`config.mk`:
```
export PLATFORM = sky130hd
export DESIGN_NAME = frame_timestamp
export DESIGN_NICKNAME = d
export VERILOG_FILES = /design/src/inc/stamp_pkg.sv /design/src/core/stamp_tick_gen.sv /design/src/core/frame_timestamp.sv
export SDC_FILE = /design/constraint.sdc
export NUM_CORES = 1
export LEC_CHECK = 0
export ABC_AREA = 1
export BUFFER_PORTS_ARGS = -buffer_cell sky130_fd_sc_hd__buf_2
export CAP_MARGIN = 0
export CORE_ASPECT_RATIO = 0.7
export CORE_MARGIN = 8
export CORE_UTILIZATION = 30
export CTS_BUF_LIST = sky130_fd_sc_hd__clkbuf_4
export DETAILED_ROUTE_END_ITERATION = 12
export SKIP_CTS_REPAIR_TIMING = 1
export SYNTH_ARGS = -nofsm -noshare
export SYNTH_HDL_FRONTEND = slang
export SYNTH_SLANG_ARGS = --single-unit
```
`constraint.sdc`:
```
create_clock -name clk_i -period 2 [get_ports clk_i]
set_input_delay 0.1 -clock clk_i [delete_from_list [all_inputs] [get_ports clk_i]]
set_output_delay 0.1 -clock clk_i [all_outputs]
set_load 0.005 [all_outputs]
```
`src/inc/stamp_pkg.sv`:
```
// Purpose: Shared constants and types for the dual-port frame timestamp unit.
// Assumes: 50 MHz core clock, byte-wide register port.
// Notes:   Offsets are byte addresses on the register port.
package stamp_pkg;

  localparam int NUM_PORTS     = 2;
  localparam int STAMP_W       = 16;

  // Clock and timestamp resolutions.
  localparam int CLK_PERIOD_NS = 20;
  localparam int RES0_NS       = 40;
  localparam int RES1_NS       = 80;
  localparam int RES2_NS       = 160;
  localparam int RES3_NS       = 1000;
  localparam logic [7:0] RES0_CYC = 8'(RES0_NS / CLK_PERIOD_NS);
  localparam logic [7:0] RES1_CYC = 8'(RES1_NS / CLK_PERIOD_NS);
  localparam logic [7:0] RES2_CYC = 8'(RES2_NS / CLK_PERIOD_NS);
  localparam logic [7:0] RES3_CYC = 8'(RES3_NS / CLK_PERIOD_NS);

  // Register offsets.
  localparam logic [7:0] ADDR_COUNT_CONFIG   = 8'h25;
  localparam logic [7:0] ADDR_STAMP_CONTROL  = 8'h26;
  localparam logic [7:0] ADDR_LINE_UPPER     = 8'h27;
  localparam logic [7:0] ADDR_LINE_LOWER     = 8'h28;
  localparam logic [7:0] ADDR_STAMP_STATE    = 8'h29;
  localparam logic [7:0] ADDR_P0_STAMP_UPPER = 8'h2A;
  localparam logic [7:0] ADDR_P0_STAMP_LOWER = 8'h2B;
  localparam logic [7:0] ADDR_P1_STAMP_UPPER = 8'h2C;
  localparam logic [7:0] ADDR_P1_STAMP_LOWER = 8'h2D;

  // Field positions.
  localparam int CTL_HOLD_BIT    = 4;
  localparam int CTL_EN0_BIT     = 0;
  localparam int CTL_EN1_BIT     = 1;
  localparam int CFG_EDGE_BIT    = 6;
  localparam int CFG_RES_LSB     = 4;
  localparam int CFG_FREERUN_BIT = 1;
  localparam int CFG_TRIG_BIT    = 0;
  localparam int STS_READY_BIT   = 4;
  localparam int STS_VALID_LSB   = 0;

  // Values after reset.
  localparam logic [7:0]         RST_BYTE  = 8'h00;
  localparam logic [STAMP_W-1:0] RST_STAMP = 16'h0000;

  typedef struct packed {
    logic       sync_edge_select;
    logic [1:0] count_resolution;
    logic       unsynced_counting;
    logic       trigger_select;
  } count_config_t;

  typedef struct packed {
    logic       line_start;
    logic       frame_start;
  } port_events_t;

  typedef struct packed {
    logic [7:0] addr;
    logic [7:0] wdata;
    logic       wr;
    logic       rd;
  } reg_req_t;

  typedef enum logic [0:0] {ARM_IDLE, ARM_WAIT_FRAME} arm_state_t;

endpackage

```
`src/core/stamp_tick_gen.sv`:
```
// Purpose: Produces the one-cycle count enable at the selected resolution.
// Assumes: Single 50 MHz clock, synchronous active-high reset.
// Notes:   A restart realigns the tick phase to the frame sync edge.
`timescale 1ns/1ps
module stamp_tick_gen
  import stamp_pkg::*;
(
  input  wire logic       clk_i,     // Core clock
  input  wire logic       rst_i,     // Synchronous reset
  input  wire logic [1:0] sel_i,     // Resolution select
  input  wire logic       restart_i, // Restart the period
  output logic            tick_o     // One-cycle count enable
);

  logic [7:0] div_ff;
  logic [7:0] nxt_div;
  logic       tick_ff;
  logic       nxt_tick;
  logic [7:0] period;

  always_comb
  begin
    case (sel_i)
      2'h0:    period = RES0_CYC;
      2'h1:    period = RES1_CYC;
      2'h2:    period = RES2_CYC;
      default: period = RES3_CYC;
    endcase
    nxt_tick = 1'b0;
    nxt_div  = div_ff + 8'h01;
    if (restart_i)
      nxt_div = 8'h00;
    else if (div_ff >= period - 8'h01)
    begin
      nxt_div  = 8'h00;
      nxt_tick = 1'b1;
    end
  end

  always_ff @(posedge clk_i)
  begin
    if (rst_i)
    begin
      div_ff  <= 8'h00;
      tick_ff <= 1'b0;
    end
    else
    begin
      div_ff  <= nxt_div;
      tick_ff <= nxt_tick;
    end
  end

  assign tick_o = tick_ff;

endmodule

```
`src/core/frame_timestamp.sv`:
```
// Purpose: Captures a 16-bit timestamp per receive port at line or frame start.
// Assumes: Port events are one-cycle pulses synchronous to clk_i.
// Notes:   Read data appear in the cycle after the read strobe only.
`timescale 1ns/1ps
// Behaviour
// - Freeze holds stamps and clears ready
// - Capture only on ports whose enable is set
// - Line mode captures at programmed 16-bit line
// - Free-run frame mode arms at programmed line
// - Ready flag at status bit four
// - Per-port valid flags at status bits 0,1
// - Stamps readable as upper and lower bytes
// - Mode bit selects line or frame trigger
// - Run bit selects sync-referenced or free counting
// - Polarity bit selects active sync edge
module frame_timestamp
  import stamp_pkg::*;
(
  input  wire logic                          clk_i,     // Core clock, 50 MHz
  input  wire logic                          rst_i,     // Synchronous reset
  input  wire reg_req_t                      req_i,     // Register request
  output logic [7:0]                         rdata_o,   // Read data, cycle after read
  input  wire port_events_t [NUM_PORTS-1:0]  events_i,  // Line and frame start per port
  input  wire logic                          fsync_i    // Frame sync level
);

  function automatic logic [7:0] stamp_byte(input logic [STAMP_W-1:0] v, input logic upper);
    stamp_byte = upper ? v[15:8] : v[7:0];
  endfunction

  // The first line after a frame start is line one.
  function automatic logic line_hit(input logic [STAMP_W-1:0] cnt, input logic [STAMP_W-1:0] target);
    line_hit = (cnt + 16'h0001) == target;
  endfunction

  // Register state.
  count_config_t           cfg_ff;
  count_config_t           nxt_cfg;
  logic                    hold_captures_ff;
  logic                    nxt_hold_captures;
  logic [NUM_PORTS-1:0]    capture_on_ff;
  logic [NUM_PORTS-1:0]    nxt_capture_on;
  logic [7:0]              trigger_line_upper_ff;
  logic [7:0]              nxt_trigger_line_upper;
  logic [7:0]              trigger_line_lower_ff;
  logic [7:0]              nxt_trigger_line_lower;
  logic [7:0]              rdata_ff;
  logic [7:0]              nxt_rdata;
  logic [STAMP_W-1:0]      trigger_line_number;

  // Capture state.
  logic [STAMP_W-1:0]      count_ff;
  logic [STAMP_W-1:0]      nxt_count;
  logic                    fsync_prev_ff;
  logic                    nxt_fsync_prev;
  logic [STAMP_W-1:0]      line_cnt_ff   [NUM_PORTS];
  logic [STAMP_W-1:0]      nxt_line_cnt  [NUM_PORTS];
  logic [STAMP_W-1:0]      stamp_ff      [NUM_PORTS];
  logic [STAMP_W-1:0]      nxt_stamp     [NUM_PORTS];
  arm_state_t              arm_ff        [NUM_PORTS];
  arm_state_t              nxt_arm       [NUM_PORTS];
  logic [NUM_PORTS-1:0]    capture_valid_ff;
  logic [NUM_PORTS-1:0]    nxt_capture_valid;
  logic                    captures_readable_ff;
  logic                    nxt_captures_readable;
  logic [NUM_PORTS-1:0]    capture_now;
  logic                    sync_edge;
  logic                    tick;
  logic                    resume;
  logic [NUM_PORTS-1:0]    frame_seen;
  logic [NUM_PORTS-1:0]    line_seen;
  logic [NUM_PORTS-1:0]    line_reached;
  logic                    count_restart;
  logic                    all_enabled_valid;

  assign trigger_line_number = {trigger_line_upper_ff, trigger_line_lower_ff};

  // Register writes.
  always_comb
  begin
    nxt_cfg                = cfg_ff;
    nxt_hold_captures      = hold_captures_ff;
    nxt_capture_on         = capture_on_ff;
    nxt_trigger_line_upper = trigger_line_upper_ff;
    nxt_trigger_line_lower = trigger_line_lower_ff;
    if (req_i.wr)
    begin
      case (req_i.addr)
        ADDR_COUNT_CONFIG:
        begin
          nxt_cfg.sync_edge_select  = req_i.wdata[CFG_EDGE_BIT];
          nxt_cfg.count_resolution  = req_i.wdata[CFG_RES_LSB +: 2];
          nxt_cfg.unsynced_counting = req_i.wdata[CFG_FREERUN_BIT];
          nxt_cfg.trigger_select    = req_i.wdata[CFG_TRIG_BIT];
        end
        ADDR_STAMP_CONTROL:
        begin
          nxt_hold_captures = req_i.wdata[CTL_HOLD_BIT];
          nxt_capture_on    = {req_i.wdata[CTL_EN1_BIT], req_i.wdata[CTL_EN0_BIT]};
        end
        // The two halves land on separate writes, so a capture between them sees a mixed line number.
        ADDR_LINE_UPPER:
        begin
          nxt_trigger_line_upper = req_i.wdata;
        end
        ADDR_LINE_LOWER:
        begin
          nxt_trigger_line_lower = req_i.wdata;
        end
        default:
        begin
          nxt_cfg = cfg_ff;
        end
      endcase
    end
  end

  // Register reads; unmapped and reserved locations read as zero.
  always_comb
  begin
    nxt_rdata = RST_BYTE;
    if (req_i.rd)
    begin
      case (req_i.addr)
        ADDR_COUNT_CONFIG:
        begin
          nxt_rdata[CFG_EDGE_BIT]        = cfg_ff.sync_edge_select;
          nxt_rdata[CFG_RES_LSB +: 2]    = cfg_ff.count_resolution;
          nxt_rdata[CFG_FREERUN_BIT]     = cfg_ff.unsynced_counting;
          nxt_rdata[CFG_TRIG_BIT]        = cfg_ff.trigger_select;
        end
        ADDR_STAMP_CONTROL:
        begin
          nxt_rdata[CTL_HOLD_BIT]        = hold_captures_ff;
          nxt_rdata[CTL_EN1_BIT]         = capture_on_ff[1];
          nxt_rdata[CTL_EN0_BIT]         = capture_on_ff[0];
        end
        ADDR_LINE_UPPER:     nxt_rdata = trigger_line_upper_ff;
        ADDR_LINE_LOWER:     nxt_rdata = trigger_line_lower_ff;
        ADDR_STAMP_STATE:
        begin
          nxt_rdata[STS_READY_BIT]       = captures_readable_ff;
          nxt_rdata[STS_VALID_LSB +: 2]  = capture_valid_ff;
        end
        ADDR_P0_STAMP_UPPER: nxt_rdata = stamp_byte(stamp_ff[0], 1'b1);
        ADDR_P0_STAMP_LOWER: nxt_rdata = stamp_byte(stamp_ff[0], 1'b0);
        ADDR_P1_STAMP_UPPER: nxt_rdata = stamp_byte(stamp_ff[1], 1'b1);
        ADDR_P1_STAMP_LOWER: nxt_rdata = stamp_byte(stamp_ff[1], 1'b0);
        default:             nxt_rdata = RST_BYTE;
      endcase
    end
  end

  always_ff @(posedge clk_i)
  begin
    if (rst_i)
    begin
      cfg_ff                <= '0;
      hold_captures_ff      <= 1'b0;
      capture_on_ff         <= '0;
      trigger_line_upper_ff <= RST_BYTE;
      trigger_line_lower_ff <= RST_BYTE;
      rdata_ff              <= RST_BYTE;
    end
    else
    begin
      cfg_ff                <= nxt_cfg;
      hold_captures_ff      <= nxt_hold_captures;
      capture_on_ff         <= nxt_capture_on;
      trigger_line_upper_ff <= nxt_trigger_line_upper;
      trigger_line_lower_ff <= nxt_trigger_line_lower;
      rdata_ff              <= nxt_rdata;
    end
  end

  assign rdata_o = rdata_ff;

  // Active frame sync edge; the pin is already synchronous to clk_i.
  assign sync_edge = cfg_ff.sync_edge_select ? (fsync_prev_ff & ~fsync_i)
                                             : (~fsync_prev_ff & fsync_i);

  // Sync-referenced counting restarts both the divider and the count, so stamps measure
  // time from the active sync edge; free-run counting ignores the pin altogether.
  assign count_restart = sync_edge & ~cfg_ff.unsynced_counting;

  // Realigning the divider makes the first count one cycle longer but keeps every later count the same length.
  stamp_tick_gen u_tick
  (
    .clk_i     (clk_i),
    .rst_i     (rst_i),
    .sel_i     (cfg_ff.count_resolution),
    .restart_i (count_restart),
    .tick_o    (tick)
  );

  // Timestamp counter; in sync-referenced mode it restarts at the active edge.
  always_comb
  begin
    nxt_fsync_prev = fsync_i;
    nxt_count      = count_ff;
    if (count_restart)
      nxt_count = RST_STAMP;
    else if (tick)
      nxt_count = count_ff + 16'h0001;
  end

  always_ff @(posedge clk_i)
  begin
    if (rst_i)
    begin
      count_ff      <= RST_STAMP;
      fsync_prev_ff <= 1'b0;
    end
    else
    begin
      count_ff      <= nxt_count;
      fsync_prev_ff <= nxt_fsync_prev;
    end
  end

  // A resume is the write that drops the freeze; it opens a new capture round.
  // Clearing the flags at resume keeps a stale stamp from counting toward the next ready.
  assign resume = hold_captures_ff & ~nxt_hold_captures;

  // Event decode per port; the line hit looks at the count before this line's increment.
  always_comb
  begin
    frame_seen   = '0;
    line_seen    = '0;
    line_reached = '0;
    for (int p = 0; p < NUM_PORTS; p++)
    begin
      frame_seen[p]   = events_i[p].frame_start;
      line_seen[p]    = events_i[p].line_start;
      line_reached[p] = line_seen[p] && line_hit(line_cnt_ff[p], trigger_line_number);
    end
  end

  // Per-port line counting, trigger decision and capture.
  always_comb
  begin
    nxt_capture_valid = capture_valid_ff;
    for (int p = 0; p < NUM_PORTS; p++)
    begin
      nxt_line_cnt[p] = line_cnt_ff[p];
      nxt_arm[p]      = arm_ff[p];
      nxt_stamp[p]    = stamp_ff[p];
      capture_now[p]  = 1'b0;
      if (frame_seen[p])
        nxt_line_cnt[p] = RST_STAMP;
      else if (line_seen[p])
        nxt_line_cnt[p] = line_cnt_ff[p] + 16'h0001;
      if (!cfg_ff.trigger_select)
      begin
        nxt_arm[p]     = ARM_IDLE;
        capture_now[p] = line_reached[p];
      end
      else if (!cfg_ff.unsynced_counting)
      begin
        nxt_arm[p]     = ARM_IDLE;
        capture_now[p] = frame_seen[p];
      end
      else
      begin
        case (arm_ff[p])
          ARM_IDLE:
          begin
            if (line_reached[p])
              nxt_arm[p] = ARM_WAIT_FRAME;
          end
          // A frame start seen before the line hit is ignored, so the capture always follows the line.
          ARM_WAIT_FRAME:
          begin
            if (frame_seen[p])
            begin
              capture_now[p] = 1'b1;
              nxt_arm[p]     = ARM_IDLE;
            end
          end
          default: nxt_arm[p] = ARM_IDLE;
        endcase
      end
      // Disabled ports and a frozen unit store nothing.
      capture_now[p] = capture_now[p] & capture_on_ff[p] & ~hold_captures_ff;
      if (resume)
        nxt_capture_valid[p] = 1'b0;
      if (capture_now[p])
      begin
        nxt_stamp[p]         = count_ff;
        nxt_capture_valid[p] = 1'b1;
      end
    end
  end

  // With no port enabled there is nothing to wait for, so ready never sets.
  assign all_enabled_valid = (capture_on_ff != '0) && ((nxt_capture_valid & capture_on_ff) == capture_on_ff);

  // Ready needs every enabled port captured; freeze forces it low.
  always_comb
  begin
    nxt_captures_readable = captures_readable_ff;
    if (nxt_hold_captures)
      nxt_captures_readable = 1'b0;
    else if (all_enabled_valid)
      nxt_captures_readable = 1'b1;
    else if (resume)
      nxt_captures_readable = 1'b0;
  end

  always_ff @(posedge clk_i)
  begin
    if (rst_i)
    begin
      capture_valid_ff     <= '0;
      captures_readable_ff <= 1'b0;
      for (int p = 0; p < NUM_PORTS; p++)
      begin
        line_cnt_ff[p] <= RST_STAMP;
        stamp_ff[p]    <= RST_STAMP;
        arm_ff[p]      <= ARM_IDLE;
      end
    end
    else
    begin
      capture_valid_ff     <= nxt_capture_valid;
      captures_readable_ff <= nxt_captures_readable;
      for (int p = 0; p < NUM_PORTS; p++)
      begin
        line_cnt_ff[p] <= nxt_line_cnt[p];
        stamp_ff[p]    <= nxt_stamp[p];
        arm_ff[p]      <= nxt_arm[p];
      end
    end
  end

endmodule

```
==> flow_metrics.tcl <==
set metrics [dict create \
    grt_max_degree 26 \
    timing.fmax_mhz 447 \
    via_count 6955 \
    htreeDepth 4 \
    setup_ws_ns -0.235 \
    clkPwrFrac 0.376 \
    port_buffers 32 \
    grt_usage 0.153 \
    initialDrtViolationCount 706 \
    hp-class "in2reg" \
    area.growth.synth_to_final_pct 36.5 \
    grt-ovfl-total 0 \
    gp_congestion 0.896 \
    critPathMaxFanout 8 \
    rrSetupSlack_ns -0.24 \
    syn_inst 950 \
    die_h_um 140 \
    r2r_start "line_cnt_ff[0][17]" \
    dp_hpwl_um 15700 \
    crit_path_start "line_cnt_ff[0][17]" \
    leakage_nw 3.88 \
    pre_cts_ws_ns -0.332 \
    core_um2 21600 \
    slowest_delay_ns 0.38 \
    endpoint "stamp_ff[0][20]" \
    yosysUniqueCellTypes 43 \
    cts_buffer_depth 2 \
    cp.required_ns 2.45 \
    worst_r2r_path_depth 15 \
    antenna_found_initial 1 \
    grt_pass1_wl_um 32400 \
    slowest_stage "dfxtp_2" \
    cp-end-kind "flop" \
    ir_drop_uv 337 \
    insertion_delay_ns 0.55 \
    die_w_um 192 \
    slew_violations 0 \
    final_common_cell "nand2_1" \
    clk_pin_slew_worst_paths_ns 0.12 \
    cts_tree "built" \
    wirelength_um 21400 \
    finalHoldViolCount 0 \
    drive_gt1_frac 0.286 \
    finalSetupViolations 36 \
    post_synth_instance_area_um2 6540 \
    tns_ns -5.81 \
    ios 33 \
    syn_nets 985 \
    critPathArrivalTime_ns 2.68 \
    ys_seq_elements 127 \
    crit_chain "buf_4 -> nand2_1 -> nor2_4 -> nand4_1 -> nand3_1 -> nand2_1 -> nor2_1 -> nand2_1 -> nor2_2 -> nand2_2 -> nand2_4 -> nand2_8 -> buf_4 -> o21ai_1 -> a21oi_1" \
    worstReg2RegEnd "stamp_ff[0][20]" \
    p_sw_frac 0.254 \
    ys.warnings.count 0 \
    crit_top_cell "nand2_1" \
    wl_per_cell_um 14.9 \
    die_area_um2 26900 \
    fin_skew_ns 0.0182 \
    firstDrtPassIters 6 \
    violations "setup timing" \
    cts_buffers 17 \
    p_int_mw 3.64 \
    vias_per_cell 4.86 \
    comb_power_share 0.094 \
    p_per_area_nw_per_um2 547 \
    rsz0062_at_grt "yes" \
    grt_pass1_vias 5990 \
    fin_crit_ns 2.24 \
    ant_nets 0 \
    cts.sinks 127 \
    slew_headroom 0.320 \
    avgSynthCellArea_um2 6.88 \
    seq_area_frac_synth 0.389 \
    tightest_slew_ns 1.01 \
    seq_power_share 0.530 \
    num_rows 45 \
    critPathKind "reg2reg" \
    p_sw_mw 1.24 \
    drc 0 \
    crit_path_start_kind "flop" \
    cts-root-buf "clkbuf_4" \
    period_share 1.12 \
    max_cap_viol_count 0 \
    mostFrequentLayoutCells "nand2_1, inv_1, buf_4" \
    floorplan.initialDensity 0.303 \
    final_nets 1172 \
    status "complete, but fails checks" \
]
## synth_stat cells
master,instances,share of area
conb_1,1,0.00057
nand4_1,15,0.014
nor2_4,1,0.0017
o211ai_1,8,0.0092
o2111ai_1,1,0.0013
inv_2,2,0.0011
nor3_2,1,0.0015
mux2i_1,1,0.0015
buf_12,1,0.0031
nor2_2,8,0.0077
nor2_8,2,0.0061
ha_1,10,0.019
buf_6,2,0.0034
nor3_1,13,0.0099
clkbuf_1,17,0.0098
a21oi_1,100,0.077
a221oi_1,6,0.0080
o21bai_1,1,0.0011
xor2_1,9,0.012
nand2_1,186,0.11
inv_6,1,0.0013
inv_1,142,0.081
nand3_2,3,0.0046
a211oi_1,6,0.0069
clkinv_2,1,0.00076
xnor3_1,2,0.0069
nor2_1,73,0.042
o21ai_0,85,0.065
xnor2_1,4,0.0054
or2_2,4,0.0038
a31oi_1,7,0.0067
nand2_2,11,0.011
nor3b_1,1,0.0011
o22ai_1,7,0.0067
o21ai_1,12,0.0092
o21bai_2,2,0.0034
dfxtp_1,127,0.39
and2_1,2,0.0019
clkinv_1,3,0.0017
buf_1,1,0.00057
nand2_4,2,0.0034
nand3_1,67,0.051
buf_2,2,0.0015
## worst min path at each step
| stage | startpoint | end | depth (start not counted) |
|---|---|---|---|
| detailed placement | events_i[0] | arm_ff[0][0] | 2 |
| finish | events_i[1] | line_cnt_ff[0][11] | 3 |
| global placement | events_i[0] | arm_ff[0][0] | 2 |
| floorplan | events_i[2] | arm_ff[0][1] | 1 |
| CTS | events_i[0] | arm_ff[0][0] | 2 |
| global route | events_i[1] | line_cnt_ff[0][11] | 3 |
## sequential cells by signal (all words and copies together) (netlist names)
register,cells
count_ff,16
trigger_line_lower_ff,8
cfg_ff,5
capture_valid_ff,2
arm_ff,2
u_tick.div_ff,8
capture_on_ff,2
rdata_o,8
captures_readable_ff,1
fsync_prev_ff,1
line_cnt_ff,32
hold_captures_ff,1
u_tick.tick_o,1
trigger_line_upper_ff,8
stamp_ff,32
## cell families (layout without fill, tap and decap cells)
logic type               after synthesis  count (layout)  share of synthesized area
AND/OR/NAND/NOR                      389             391                      0.267
AO/OA/AOI/OAI                        235             235                      0.194
buffers and inverters                172             368                      0.105
flip-flops                           127             127                      0.389
XOR/XNOR                              15              15                     0.0243
adder cells (fa/ha/maj)               10              10                     0.0191
other                                  1               2                   0.000573
multiplexers                           1               1                    0.00153
## critical path, delay by kind of cell, from the launching register on
| kind | cells | cell delay, ns |
|---|---|---|
| DFF | 1 | 0.38 |
| buffers and inverters | 2 | 0.32 |
| and+or+nand+nor | 11 | 1.26 |
| AOI/OAI and AO/OA | 2 | 0.16 |
## power by group through the flow
stage,combinational (mW),clock [mW],sequential [mW]
after floorplan,0.201,0,2.64
after global placement,0.384,0,2.64
after detailed placement,0.387,0,2.64
after CTS,0.390,1.88,2.58
after global routing,0.509,2.00,2.59
final,0.460,1.83,2.58
## routing by layer
layer,track usage,part of all wire
met1,0.247,0.51
met5,0,0
met4,0.0325,0.0084
met3,0.0382,0.090
met2,0.192,0.39
## stage by stage
stage / instance area (µm²) / hold WS [ns] / util / power [mW] / instances
finish: 8930 / 0.0379 / 0.414 / 4.88 / 1431
global route: 8930 / 0.0243 / 0.414 / 5.09 / 1431
CTS: 8090 / -0.260 / 0.375 / 4.85 / 1386
detailed placement: 7820 / 0.346 / 0.363 / 3.03 / 1356
global placement: 7820 / 0.343 / 0.363 / 3.02 / 1356
floorplan: 6550 / 0.196 / - / 2.84 / 950
## cell type report
cell class / count / area (µm²)
clock buffers: 20 / 150
repair inverters: 1 / 16.3
diodes: 1 / 2.50
repair buffers: 188 / 1420
well taps: 282 / 353
clock inverters: 10 / 121
fillers: 2192 / 12600
inverters: 149 / 587
flip-flops and latches: 127 / 2570
multi-input cells: 653 / 3710
Power figures use the tool's default switching activity.
